==> src/hdl/aet_pkg.sv <==
// Package for the accidental energize trip block: register map, field
// codes, reset values, timing constants and the carrier structs.
// Assumes a 50 MHz system clock and magnitudes in hundredths of rated.
`default_nettype none
package aet_pkg;
    // Timing
    localparam int unsigned CLK_HZ      = 50_000_000;
    localparam int unsigned CYCLE_US    = 5000;
    localparam int unsigned TICK_CYCLES = CLK_HZ / 1_000_000 * CYCLE_US;
    // Widths and depths
    localparam int unsigned MAG_W = 16;
    localparam int unsigned DLY_W = 19;
    localparam int unsigned CNT_W = 16;
    localparam int unsigned TS_W  = 32;
    localparam int unsigned AW    = 8;
    localparam int unsigned DW    = 32;
    localparam int unsigned LOG_N = 12;
    // Register offsets (byte addresses)
    localparam logic [7:0] A_GEN   = 8'h00;
    localparam logic [7:0] A_MODE  = 8'h04;
    localparam logic [7:0] A_FORCE = 8'h08;
    localparam logic [7:0] A_UVLIM = 8'h0C;
    localparam logic [7:0] A_ACTD  = 8'h10;
    localparam logic [7:0] A_RELD  = 8'h14;
    localparam logic [7:0] A_ILIM  = 8'h18;
    localparam logic [7:0] A_EVSEL = 8'h1C;
    localparam logic [7:0] A_STAT  = 8'h20;
    localparam logic [7:0] A_EXPT  = 8'h24;
    localparam logic [7:0] A_REMT  = 8'h28;
    localparam logic [7:0] A_VRAT  = 8'h2C;
    localparam logic [7:0] A_IRAT  = 8'h30;
    localparam logic [7:0] A_CSTA  = 8'h34;
    localparam logic [7:0] A_CTRP  = 8'h38;
    localparam logic [7:0] A_CBLK  = 8'h3C;
    localparam logic [7:0] A_CCLR  = 8'h40;
    localparam logic [7:0] A_LSEL  = 8'h44;
    localparam logic [7:0] A_LDAT  = 8'h48;
    localparam logic [7:0] A_LCNT  = 8'h4C;
    // Reset values and limits
    localparam logic [13:0] UV_DEF    = 14'h1388;
    localparam logic [13:0] UV_MAX    = 14'h26AC;
    localparam logic [18:0] ACT_DEF   = 19'h003E8;
    localparam logic [18:0] REL_DEF   = 19'h00032;
    localparam logic [18:0] DLY_MAX   = 19'h57E40;
    localparam logic [5:0]  ILIM_DEF  = 6'h01;
    localparam logic [5:0]  ILIM_MAX  = 6'h3C;
    localparam logic [5:0]  EVSEL_DEF = 6'h3F;
    localparam logic [16:0] RAT_MAX   = 17'h1E848;
    localparam logic [2:0]  ILIM_SCL  = 3'h5;
    localparam logic [1:0]  VPOS_DIV  = 2'h3;
    localparam logic [6:0]  PCT_SCL   = 7'h64;
    // Operating mode codes
    localparam logic [2:0] M_ON     = 3'h0;
    localparam logic [2:0] M_BLK    = 3'h1;
    localparam logic [2:0] M_TEST   = 3'h2;
    localparam logic [2:0] M_TSTBLK = 3'h3;
    localparam logic [2:0] M_OFF    = 3'h4;
    // Condition codes
    localparam logic [1:0] C_NORMAL = 2'h0;
    localparam logic [1:0] C_START  = 2'h1;
    localparam logic [1:0] C_TRIP   = 2'h2;
    localparam logic [1:0] C_BLKD   = 2'h3;
    // Event codes: bit index into the event select field
    localparam logic [2:0] E_STA_ON  = 3'h0;
    localparam logic [2:0] E_STA_OFF = 3'h1;
    localparam logic [2:0] E_TRP_ON  = 3'h2;
    localparam logic [2:0] E_TRP_OFF = 3'h3;
    localparam logic [2:0] E_BLK_ON  = 3'h4;
    localparam logic [2:0] E_BLK_OFF = 3'h5;
    // Measurement set from the front end
    typedef struct packed {
        logic [15:0] ia;
        logic [15:0] ib;
        logic [15:0] ic;
        logic [15:0] v1;
        logic [15:0] v2;
        logic [15:0] v3;
        logic [15:0] v4;
    } aet_meas_t;
    // One record of the log
    typedef struct packed {
        logic [31:0] ts;
        logic [2:0]  code;
        logic [2:0]  sgrp;
        logic [15:0] ia;
        logic [15:0] ib;
        logic [15:0] ic;
        logic [15:0] vab;
        logic [15:0] vbc;
        logic [15:0] vca;
    } aet_log_t;
    // Event message
    typedef struct packed {
        logic        valid;
        logic [2:0]  code;
        logic [31:0] ts;
    } aet_evt_t;
endpackage
`default_nettype wire

==> src/hdl/aet_top.sv <==
// Accidental energize trip: undervoltage arms a start, overcurrent on all
// phases while armed trips. Holds settings, events, counters and a log.
// Assumes measurements, blocking, time and setting group come from logic
// on the same clock; the bus master never issues read and write together.
//
// How it works
// - Magnitudes latched every 5 ms cycle
// - Mode On/Blk/Test/TestBlk/Off, gated write
// - Forced status when forcing is enabled
// - Undervoltage held for activation delay starts
// - Undervoltage limit 0..99 percent, default 50
// - Release delay holds start after recovery
// - Start plus all phases over limit trips
// - Trip also during release countdown
// - Group settings live, mode kept static
// - Blocking sampled at each cycle start
// - Unblocked pick-up gives start
// - Blocked pick-up gives blocked only
// - Block after start runs release timing
// - Stamped on/off events, per-event selection
// - Clearable start/trip/blocked counters
// - Twelve newest on-event records kept
// - Expected and remaining operating time
// - Positive-sequence voltage to setting ratio
// - Lowest phase current to setting ratio
//
// Local design decisions: strobed register access and the register addresses.
`default_nettype none
module aet_top #(
    parameter int unsigned P_TICK_CYCLES = aet_pkg::TICK_CYCLES
) (
    // Clock and reset
    input  wire logic               I_CLK,
    input  wire logic               I_RST,
    // Front end and system
    input  wire aet_pkg::aet_meas_t I_MEAS,
    input  wire logic               I_BLOCK,
    input  wire logic [31:0]        I_TIME,
    input  wire logic [2:0]         I_SGRP,
    // Register port
    input  wire logic [7:0]         I_ADDR,
    input  wire logic [31:0]        I_WDATA,
    input  wire logic               I_WR,
    input  wire logic               I_RD,
    output logic      [31:0]        O_RDATA,
    // Protection outputs
    output logic                    O_START,
    output logic                    O_TRIP,
    output logic                    O_BLOCKED,
    output logic      [1:0]         O_COND,
    output aet_pkg::aet_evt_t       O_EVT
);
    generate
        if (P_TICK_CYCLES < 2)
        begin : g_chk
            $error("P_TICK_CYCLES must be at least 2");
        end
    endgenerate

    typedef enum logic [2:0] {
        ST_IDLE, ST_ARM, ST_START, ST_REL, ST_TRIP, ST_BLK
    } aet_state_t;

    // Quotient num/den saturated at the ratio maximum
    function automatic logic [16:0] ratio(input logic [31:0] num,
                                          input logic [31:0] den);
        logic [31:0] q;
        q = 32'h0;
        if (den == 32'h0)
            return aet_pkg::RAT_MAX;
        q = num / den;
        if (q > 32'(aet_pkg::RAT_MAX))
            return aet_pkg::RAT_MAX;
        return q[16:0];
    endfunction

    // Saturate a written delay at its top value
    function automatic logic [18:0] clamp_dly(input logic [31:0] v);
        if (v > 32'(aet_pkg::DLY_MAX))
            return aet_pkg::DLY_MAX;
        return v[18:0];
    endfunction

    // Settings and state
    logic [1:0]  gen_q;
    logic [2:0]  mode_q;
    logic [1:0]  force_q;
    logic [13:0] uv_q;
    logic [18:0] act_q;
    logic [18:0] rel_q;
    logic [5:0]  ilim_q;
    logic [5:0]  evsel_q;
    logic [6:0]  lsel_q;
    logic [31:0] tcnt_q;
    logic        tick_q;
    logic        eval_q;
    aet_pkg::aet_meas_t meas_q;
    logic        blk_q;
    aet_state_t  st_q;
    aet_state_t  st_d;
    logic [18:0] cnt_q;
    logic [18:0] cnt_d;
    logic [2:0]  flg_q;
    logic [5:0]  pend_q;
    logic [15:0] csta_q;
    logic [15:0] ctrp_q;
    logic [15:0] cblk_q;
    aet_pkg::aet_log_t log_q [aet_pkg::LOG_N];
    logic [3:0]  wptr_q;
    logic [3:0]  lcnt_q;
    logic [19:0] remt_q;
    logic [16:0] vrat_q;
    logic [16:0] irat_q;

    // Derived terms
    logic        wr_cclr;
    logic [15:0] vmax;
    logic [15:0] imin;
    logic [15:0] ithr;
    logic        uv;
    logic        oc;
    logic        blk_eff;
    logic        test_m;
    logic [1:0]  cond_d;
    logic [2:0]  flg_d;
    logic [5:0]  edges;
    logic [5:0]  sent;
    logic [2:0]  ecode;
    logic        evalid;
    logic [3:0]  ridx;
    aet_pkg::aet_log_t rent;
    logic [31:0] ldat;
    logic [31:0] rmux;

    // Program cycle time base; eval follows the sampling edge by one clock
    always_ff @(posedge I_CLK)
    begin
        if (I_RST || tcnt_q == 32'(P_TICK_CYCLES - 1))
            tcnt_q <= 32'h0;
        else
            tcnt_q <= tcnt_q + 32'h1;
        tick_q <= !I_RST && tcnt_q == 32'(P_TICK_CYCLES - 1);
        eval_q <= !I_RST && tick_q;
    end

    // Latch inputs at the start of each program cycle
    always_ff @(posedge I_CLK)
    begin
        if (I_RST)
        begin
            meas_q <= '0;
            blk_q  <= 1'b0;
        end
        else if (tick_q)
        begin
            meas_q <= I_MEAS;
            blk_q  <= I_BLOCK;
        end
    end

    // Settings writes; group settings may change while running
    always_ff @(posedge I_CLK)
    begin
        if (I_RST)
        begin
            gen_q   <= 2'h0;
            mode_q  <= aet_pkg::M_ON;
            force_q <= aet_pkg::C_NORMAL;
            uv_q    <= aet_pkg::UV_DEF;
            act_q   <= aet_pkg::ACT_DEF;
            rel_q   <= aet_pkg::REL_DEF;
            ilim_q  <= aet_pkg::ILIM_DEF;
            evsel_q <= aet_pkg::EVSEL_DEF;
            lsel_q  <= 7'h0;
        end
        else if (I_WR)
        begin
            unique case (I_ADDR)
                aet_pkg::A_GEN:   gen_q <= I_WDATA[1:0];
                aet_pkg::A_MODE:
                    if (gen_q[0] && I_WDATA[2:0] <= aet_pkg::M_OFF)
                        mode_q <= I_WDATA[2:0];
                aet_pkg::A_FORCE: force_q <= I_WDATA[1:0];
                aet_pkg::A_UVLIM:
                    uv_q <= (I_WDATA > 32'(aet_pkg::UV_MAX)) ?
                            aet_pkg::UV_MAX : I_WDATA[13:0];
                aet_pkg::A_ACTD:  act_q <= clamp_dly(I_WDATA);
                aet_pkg::A_RELD:  rel_q <= clamp_dly(I_WDATA);
                aet_pkg::A_ILIM:
                    if (I_WDATA > 32'(aet_pkg::ILIM_MAX))
                        ilim_q <= aet_pkg::ILIM_MAX;
                    else if (I_WDATA == 32'h0)
                        ilim_q <= aet_pkg::ILIM_DEF;
                    else
                        ilim_q <= I_WDATA[5:0];
                aet_pkg::A_EVSEL: evsel_q <= I_WDATA[5:0];
                aet_pkg::A_LSEL:  lsel_q <= I_WDATA[6:0];
                default: ;
            endcase
        end
    end

    assign wr_cclr = I_WR && I_ADDR == aet_pkg::A_CCLR;

    // Pick-up terms from the latched measurement set
    always_comb
    begin
        vmax = meas_q.v1;
        if (meas_q.v2 > vmax)
            vmax = meas_q.v2;
        if (meas_q.v3 > vmax)
            vmax = meas_q.v3;
        imin = meas_q.ia;
        if (meas_q.ib < imin)
            imin = meas_q.ib;
        if (meas_q.ic < imin)
            imin = meas_q.ic;
        ithr    = 16'(ilim_q * aet_pkg::ILIM_SCL);
        uv      = vmax < 16'(uv_q);
        oc      = imin > ithr;
        blk_eff = blk_q || mode_q == aet_pkg::M_BLK
                  || mode_q == aet_pkg::M_TSTBLK;
        test_m  = mode_q == aet_pkg::M_TEST
                  || mode_q == aet_pkg::M_TSTBLK;
    end

    // Protection sequence, stepped once per program cycle
    always_comb
    begin
        st_d  = st_q;
        cnt_d = cnt_q;
        if (eval_q)
        begin
            unique case (st_q)
                ST_IDLE:
                    if (uv)
                    begin
                        cnt_d = 19'h1;
                        if (act_q != 19'h0)
                            st_d = ST_ARM;
                        else
                            st_d = blk_eff ? ST_BLK : ST_START;
                    end
                ST_ARM:
                    if (!uv)
                        st_d = ST_IDLE;
                    else if (cnt_q >= act_q)
                        st_d = blk_eff ? ST_BLK : ST_START;
                    else
                        cnt_d = cnt_q + 19'h1;
                ST_START:
                    if (oc && !blk_eff)
                        st_d = ST_TRIP;
                    else if (!uv || blk_eff)
                    begin
                        cnt_d = 19'h1;
                        st_d  = (rel_q == 19'h0) ?
                                ST_IDLE : ST_REL;
                    end
                ST_REL:
                    if (oc && !blk_eff)
                        st_d = ST_TRIP;
                    else if (uv && !blk_eff)
                        st_d = ST_START;
                    else if (cnt_q >= rel_q)
                        st_d = ST_IDLE;
                    else
                        cnt_d = cnt_q + 19'h1;
                ST_TRIP:
                    if (!oc)
                    begin
                        cnt_d = 19'h1;
                        st_d  = (uv && !blk_eff) ? ST_START : ST_REL;
                    end
                ST_BLK:
                    if (!blk_eff)
                        st_d = ST_IDLE;
            endcase
        end
        if (mode_q == aet_pkg::M_OFF)
            st_d = ST_IDLE;
    end

    always_ff @(posedge I_CLK)
    begin
        if (I_RST)
        begin
            st_q  <= ST_IDLE;
            cnt_q <= 19'h0;
        end
        else
        begin
            st_q  <= st_d;
            cnt_q <= cnt_d;
        end
    end

    // Reported condition, optionally forced
    always_comb
    begin
        unique case (st_q)
            ST_START, ST_REL: cond_d = aet_pkg::C_START;
            ST_TRIP:          cond_d = aet_pkg::C_TRIP;
            ST_BLK:           cond_d = aet_pkg::C_BLKD;
            default:          cond_d = aet_pkg::C_NORMAL;
        endcase
        if (gen_q[1] && force_q != aet_pkg::C_NORMAL)
            cond_d = force_q;
        flg_d[0] = cond_d == aet_pkg::C_START
                   || cond_d == aet_pkg::C_TRIP;
        flg_d[1] = cond_d == aet_pkg::C_TRIP;
        flg_d[2] = cond_d == aet_pkg::C_BLKD;
        edges    = {flg_q[2] & ~flg_d[2], ~flg_q[2] & flg_d[2],
                    flg_q[1] & ~flg_d[1], ~flg_q[1] & flg_d[1],
                    flg_q[0] & ~flg_d[0], ~flg_q[0] & flg_d[0]};
    end

    // Outputs; test modes keep the trip contact quiet
    always_ff @(posedge I_CLK)
    begin
        if (I_RST)
        begin
            flg_q     <= 3'h0;
            O_COND    <= aet_pkg::C_NORMAL;
            O_START   <= 1'b0;
            O_TRIP    <= 1'b0;
            O_BLOCKED <= 1'b0;
        end
        else
        begin
            flg_q     <= flg_d;
            O_COND    <= cond_d;
            O_START   <= flg_d[0];
            O_TRIP    <= flg_d[1] && !test_m;
            O_BLOCKED <= flg_d[2];
        end
    end

    // Pick the lowest pending event; one leaves per clock
    always_comb
    begin
        ecode  = 3'h0;
        evalid = 1'b0;
        sent   = 6'h0;
        for (int i = 5; i >= 0; i--)
        begin
            if (pend_q[i])
            begin
                ecode  = 3'(i);
                evalid = 1'b1;
                sent   = 6'h1 << i;
            end
        end
    end

    // Pending events: a new edge wins over the bit being sent
    always_ff @(posedge I_CLK)
    begin
        if (I_RST)
        begin
            pend_q <= 6'h0;
            O_EVT  <= '0;
        end
        else
        begin
            pend_q      <= (pend_q & ~sent) | (edges & evsel_q);
            O_EVT.valid <= evalid;
            O_EVT.code  <= ecode;
            O_EVT.ts    <= I_TIME;
        end
    end

    // Counters: an increment in the clearing cycle still counts
    always_ff @(posedge I_CLK)
    begin
        if (I_RST)
        begin
            csta_q <= 16'h0;
            ctrp_q <= 16'h0;
            cblk_q <= 16'h0;
        end
        else
        begin
            csta_q <= (wr_cclr && I_WDATA[0] ? 16'h0 : csta_q)
                      + 16'(edges[aet_pkg::E_STA_ON]);
            ctrp_q <= (wr_cclr && I_WDATA[1] ? 16'h0 : ctrp_q)
                      + 16'(edges[aet_pkg::E_TRP_ON]);
            cblk_q <= (wr_cclr && I_WDATA[2] ? 16'h0 : cblk_q)
                      + 16'(edges[aet_pkg::E_BLK_ON]);
        end
    end

    // Ring of records; the oldest is overwritten when full
    always_ff @(posedge I_CLK)
    begin
        if (I_RST)
        begin
            wptr_q <= 4'h0;
            lcnt_q <= 4'h0;
        end
        else if (|{edges[aet_pkg::E_STA_ON], edges[aet_pkg::E_TRP_ON],
                   edges[aet_pkg::E_BLK_ON]})
        begin
            log_q[wptr_q] <= '{ts: I_TIME,
                code: edges[aet_pkg::E_TRP_ON] ? aet_pkg::E_TRP_ON :
                      edges[aet_pkg::E_BLK_ON] ? aet_pkg::E_BLK_ON :
                      aet_pkg::E_STA_ON,
                sgrp: I_SGRP, ia: meas_q.ia, ib: meas_q.ib,
                ic: meas_q.ic, vab: meas_q.v1, vbc: meas_q.v2,
                vca: meas_q.v3};
            wptr_q <= (wptr_q == 4'(aet_pkg::LOG_N - 1)) ?
                      4'h0 : wptr_q + 4'h1;
            if (lcnt_q != 4'(aet_pkg::LOG_N))
                lcnt_q <= lcnt_q + 4'h1;
        end
    end

    // Timing and ratio readouts, refreshed every clock
    always_ff @(posedge I_CLK)
    begin
        if (I_RST)
        begin
            remt_q <= 20'h0;
            vrat_q <= 17'h0;
            irat_q <= 17'h0;
        end
        else
        begin
            remt_q <= (st_q == ST_ARM) ?
                      {1'b0, act_q} - {1'b0, cnt_q} : 20'h0;
            vrat_q <= ratio((32'(meas_q.v1) + 32'(meas_q.v2)
                            + 32'(meas_q.v3)) * 32'(aet_pkg::PCT_SCL),
                            32'(uv_q) * 32'(aet_pkg::VPOS_DIV));
            irat_q <= ratio(32'(imin) * 32'(aet_pkg::PCT_SCL),
                            32'(ithr));
        end
    end

    // Log readout: selected age counted back from the newest entry
    always_comb
    begin
        ridx = 4'((32'(wptr_q) + 32'(aet_pkg::LOG_N) - 32'h1
                   - 32'(lsel_q[3:0])) % 32'(aet_pkg::LOG_N));
        rent = log_q[ridx];
        ldat = 32'h0;
        if (lsel_q[3:0] < lcnt_q)
        begin
            unique case (lsel_q[6:4])
                3'h0: ldat = rent.ts;
                3'h1: ldat = {26'h0, rent.sgrp, rent.code};
                3'h2: ldat = {16'h0, rent.ia};
                3'h3: ldat = {16'h0, rent.ib};
                3'h4: ldat = {16'h0, rent.ic};
                3'h5: ldat = {16'h0, rent.vab};
                3'h6: ldat = {16'h0, rent.vbc};
                3'h7: ldat = {16'h0, rent.vca};
            endcase
        end
    end

    // Read decode; unmapped addresses read as zero
    always_comb
    begin
        unique case (I_ADDR)
            aet_pkg::A_GEN:   rmux = {30'h0, gen_q};
            aet_pkg::A_MODE:  rmux = {29'h0, mode_q};
            aet_pkg::A_FORCE: rmux = {30'h0, force_q};
            aet_pkg::A_UVLIM: rmux = {18'h0, uv_q};
            aet_pkg::A_ACTD:  rmux = {13'h0, act_q};
            aet_pkg::A_RELD:  rmux = {13'h0, rel_q};
            aet_pkg::A_ILIM:  rmux = {26'h0, ilim_q};
            aet_pkg::A_EVSEL: rmux = {26'h0, evsel_q};
            aet_pkg::A_STAT:  rmux = {24'h0, mode_q, flg_q, O_COND};
            aet_pkg::A_EXPT:  rmux = {13'h0, act_q};
            aet_pkg::A_REMT:  rmux = {{12{remt_q[19]}}, remt_q};
            aet_pkg::A_VRAT:  rmux = {15'h0, vrat_q};
            aet_pkg::A_IRAT:  rmux = {15'h0, irat_q};
            aet_pkg::A_CSTA:  rmux = {16'h0, csta_q};
            aet_pkg::A_CTRP:  rmux = {16'h0, ctrp_q};
            aet_pkg::A_CBLK:  rmux = {16'h0, cblk_q};
            aet_pkg::A_LSEL:  rmux = {25'h0, lsel_q};
            aet_pkg::A_LDAT:  rmux = ldat;
            aet_pkg::A_LCNT:  rmux = {28'h0, lcnt_q};
            default:          rmux = 32'h0;
        endcase
    end

    // Read data stand for exactly the cycle after the strobe
    always_ff @(posedge I_CLK)
    begin
        if (I_RST)
            O_RDATA <= 32'h0;
        else
            O_RDATA <= I_RD ? rmux : 32'h0;
    end
endmodule // aet_top
`default_nettype wire

==> config.mk <==
export PLATFORM = sky130hd
export DESIGN_NAME = aet_top
export DESIGN_NICKNAME = d
export VERILOG_FILES = /design/src/hdl/aet_pkg.sv /design/src/hdl/aet_top.sv
export SDC_FILE = /design/constraint.sdc
export NUM_CORES = 2
export LEC_CHECK = 0
export BUFFER_PORTS_ARGS = -buffer_cell sky130_fd_sc_hd__buf_4
export CAP_MARGIN = 10
export CORE_MARGIN = 2
export CORE_UTILIZATION = 70
export DETAILED_ROUTE_END_ITERATION = 12
export PLACE_DENSITY = 0.88
export SYNTH_ARGS = -nofsm -noshare
export SYNTH_HDL_FRONTEND = slang
export SYNTH_SLANG_ARGS = --single-unit
export TNS_END_PERCENT = 30
==> constraint.sdc <==
create_clock -name I_CLK -period 153.9 [get_ports I_CLK]
set_clock_uncertainty 0.2 [all_clocks]
set_input_delay 38.475 -clock I_CLK [delete_from_list [all_inputs] [get_ports I_CLK]]
set_output_delay 38.475 -clock I_CLK [all_outputs]
set_load 0.02 [all_outputs]
==> results.ini, run 1 <==
[status]
outcome = aborted with a tool error
lastStage = 5_1_grt
error = [ERROR GRT-0232] Routing congestion too high. Check the congestion heatmap in the GUI.

[clock_network]
cts_buffers = 195
clk_path_buf_depth = 3
cts_sinks = 2017
postCtsHoldBufs = 0
cts_setup_buffers = 0
cts_root_buf = clkbuf_16
post_cts_resize_count = 0
htreeDepth = 4

[placed_design]
numPortBuffers = 248
hpwlAfterDp_um = 354300
place.gp.congestion = 1.011

[global_routing]
gr-usage-all-layers = 0.6717
antenna_found_initial = 124
grt_overflow_total = 2
grt_max_degree = 127

[floorplanning]
initial_utilization = 0.7034
die_x_um = 449.2
io-pin-count = 265
die-height_um = 449.2
rows = 163

[logic_synthesis]
syn_area_per_cell_sq_um = 10.39
async_flop_share = 0
netlist_instances = 13350
ys.flop_type = edfxtp_1
synth_edf_count = 1596
ys_warn_count = 0
ys_ff_latch = 2017
yosysSeqAreaShare = 0.4062
syn-cell-area_sq_um = 138700
yosys.cell_types.count = 149

## through the flow
step / setup slack (ns) / instance area (sq um) / util / hold slack [ns] / cells
after CTS: 31.23 / 151000 / 0.7659 / 0.2739 / 16370
after detailed placement: 32.74 / 144100 / 0.7305 / 0.2743 / 16000
after global placement: 35.93 / 144100 / 0.7305 / 0.2431 / 16000
after floorplan: 50.98 / 138800 / - / 0.2262 / 13360
## cells in the mapped netlist (66+ instances only)
master       n  area share
o21bai_1    74      0.0040
o211ai_1    98      0.0053
a22oi_1     74      0.0040
nor2_1    1144       0.031
mux2i_1    322       0.023
a21o_1     353       0.019
nand2_1    923       0.025
and3_1     121      0.0055
nand4_1    175      0.0079
and2_1     145      0.0065
nand2b_1   177      0.0080
or4_1       71      0.0038
mux4_2     407       0.066
nand3_1    360       0.013
mux2_2     184       0.015
clkbuf_1   323      0.0087
nor3_1     429       0.015
dfxtp_1    421       0.061
or2_2       80      0.0036
o31ai_1    168      0.0091
buf_1       66      0.0018
xor2_1     317       0.020
nor4_1     114      0.0051
nor2b_1    203      0.0092
inv_1      459       0.012
o21ai_0    498       0.018
a31oi_1     92      0.0041
o22ai_1     90      0.0041
or3_1      102      0.0046
ha_1       938       0.085
edfxtp_1  1596        0.35
xnor2_1    492       0.031
a211oi_1    90      0.0049
o21a_1     316       0.017
a21oi_1    943       0.034
## cell families after synthesis
logic type,after synthesis,share of synthesized area
xor gates and xnor gates,820,0.05254
and+or+nand+nor,4262,0.1535
DFF,2017,0.4062
muxes,917,0.1046
buffers and inverters,928,0.02633
AOI/OAI and AO/OA,3415,0.1653
adders and majority gates,989,0.09153
other,1,0.00002703
## metal layers
metal  GRT overflow  global-route usage
met1              0              0.7049
met2              1              0.8373
met3              0              0.4934
met4              1              0.6001
met5              0              0.3317
==> inputs of run 2 (changes only) <==
CORE_UTILIZATION = 40   (was 70)
PLACE_DENSITY = unset   (was 0.88)
PLACE_DENSITY_LB_ADDON = 0.15   (was unset)
==> run 2 against run 1 <==
  * The run now ends clean
  * Synthesized cell count is the same
  * Area after synthesis is the same
==> results.ini, run 2 <==
[global_routing]
grt_max_degree = 117
grt_pass1_vias = 107500
antenna_found_initial = 34
gr-usage-all-layers = 0.2667
grt_overflow_total = 0
grt_pass1_wl_um = 703700

[logic_synthesis]
synth_area_leaders = edfxtp_1 35%, ha_1 8.5%, mux4_2 6.6%, dfxtp_1 6.1%, a21oi_1 3.4%
netlist_instances = 13350  ; unchanged
synth_most_common_cell = edfxtp_1
yosysSeqAreaShare = 0.4062  ; unchanged
yosys.cell_types.count = 149  ; unchanged
syn_area_per_cell_sq_um = 10.39  ; unchanged
synth_top_cells_by_count = 1596 x edfxtp_1, 1144 x nor2_1, 943 x a21oi_1, 938 x ha_1, 923 x nand2_1
async_flop_share = 0  ; unchanged
synth_edf_count = 1596  ; unchanged
synthDominantCellAreaShare = 0.3455  ; unchanged
syn-cell-area_sq_um = 138700  ; unchanged
ys_warn_count = 0  ; unchanged
ys.flop_type = edfxtp_1
ys_ff_latch = 2017  ; unchanged
synthDominantAreaCellType = edfxtp_1

[clock_network]
htreeDepth = 4  ; unchanged
cts_setup_buffers = 0  ; unchanged
cts_buffers = 205  ; +5.1%
cts_tree = built
cts_root_buf = clkbuf_16
post_cts_resize_count = 0  ; unchanged
clkLatencyLatePin_ns = 0.89
postCtsHoldBufs = 0  ; unchanged
path_clk_slew_ns = 0.06
cts_sinks = 2017  ; unchanged
clk_path_buf_depth = 3  ; unchanged

[worst_setup_path]
startpoint_type = flip-flop
critical_path.slowest_cell = o41ai_2
r2r_cells = 550
timing_worst_setup_path_type = reg2reg
slowest_delay_ns = 0.92
worstPathRequired_ns = 154.36
end_kind = flip-flop
cp_max_fo = 38
cp_common_cell = a21oi_1
ff2ff_setup_slack_ns = 32.31
reg2reg_to = vrat_q[11]
arrival_ns = 122.05
r2r-start = meas_q[49]

[route]
ant_nets = 0
dr.pass1.iters = 6
drc = 0
wl_per_cell_um = 26.28
drt_iter0_drc = 9722
routed_wl_um = 482200
vias = 111000
vias_per_cell = 6.051

[hold_path]
hold_path.class = reg2reg
hold_end = pend_q[2]
min_path_cells = 2
hp-start = evsel_q[2]

[placed_design]
place.gp.congestion = 0.9488  ; -6.2%
hpwlAfterDp_um = 350500  ; -1.0%
numPortBuffers = 248  ; unchanged

[sta]
slew_headroom = 0.1888
period_share = 0.7901
worst_pin_slew_ns = 1.217
tns_ns = 0
finalSetupViolations = 0
rsz0062_at_grt = false
fin_crit_ns = 121.59
max_freq_ghz = 0.008224
hold_viol = 0
slew_viol_final = 0

[final_layout]
syn_to_final_growth_pct = 10.49
drive_above_1_share = 0.1220
final_cell_mix = 1596 x edfxtp_1, 1139 x nor2_1, 939 x a21oi_1
regMostFlops = log_q
reg.largest.list = log_q (1596), meas_q (96), O_EVT (36)
final_nets = 14750
largest_reg_flops = 1596
layout_commonest_cell = edfxtp_1

[floorplanning]
rows = 216  ; +33%
io-pin-count = 265  ; unchanged
initial_utilization = 0.4013  ; -0.3021
core_area_sq_um = 345700
die_area_sq_um = 351500
die-height_um = 592.9  ; +32%
die_x_um = 592.9  ; +32%

[status]
outcome = finished, final reports clean

[flow_run]
drv_cap = 0

==> run 2: cell counts after synthesis <==
No cell type changed its count.
==> run 2: logic make-up after synthesis <==
kind of cell | synth area share
xor gates and xnor gates | 0.05254
AOI/OAI and AO/OA | 0.1653
DFF | 0.4062
muxes | 0.1046
and+or+nand+nor | 0.1535
buffers and inverters | 0.02633
other | 0.00002703
adders and majority gates | 0.09153
==> run 2: area by class of cell <==
class                           count  area, sq um
Antenna cell                       25        62.56
Multi-Input combinational cell  10410        79090
Tap cell                         4578         5728
Inverter                          464         1742
Timing Repair Buffer              472         3651
Sequential cell                  2017        56360
Clock inverter                    122         1189
Fill cell                       32250       192400
Clock buffer                      258         5459
==> run 2: per-stage QoR <==
| step | worst slack (ns) | hold slack (ns) | cell area (sq um) | cells | util |
|---|---|---|---|---|---|
| final | 32.31 | 0.2503 | 153300 | 18350 | 0.4434 |
| after global routing | 22.31 | 0.2446 | 153300 | 18340 | 0.4434 |
| after CTS | 33.38 | 0.2402 | 153200 | 18320 | 0.4433 |
| after detailed placement | 33.90 | 0.2734 | 146600 | 17940 | 0.4240 |
| after global placement | 34.98 | 0.2406 | 146600 | 17940 | 0.4240 |
| after floorplan | 50.98 | 0.2262 | 138800 | 13360 | - |
==> run 2: worst max-delay path by stage <==
stage | startpoint | end | slack [ns]
CTS | meas_q[33] | vrat_q[11] | 33.38
detailed placement | meas_q[17] | vrat_q[11] | 33.90
finish | meas_q[49] | vrat_q[11] | 32.31
global route | meas_q[17] | vrat_q[11] | 22.31
floorplan | meas_q[34] | vrat_q[15] | 50.98
global placement | meas_q[17] | vrat_q[11] | 34.98
==> run 2: metal layers <==
layer	track usage	up-vias	routed length, um
li1	-	51500	-
met1	0.3583	55570	209400
met2	0.4419	3305	226700
met3	0.02595	636	25950
met4	0.1072	6	20040
met5	0	-	42
==> run 2: worst max-delay path: cells and delay by family, from the launching register on <==
kind            cells  cell delay, ns
mux                10            4.05
compound gates    305           64.85
flops               1            0.89
simple gates      167           33.29
buf+inv            25            4.70
xor+xnor            7            1.26
fa+ha+maj          36           11.79
Power of run 2 is left out: the tool's default activity adds up to more than one toggle a clock period on the data nets, which glitch-free logic cannot reach.
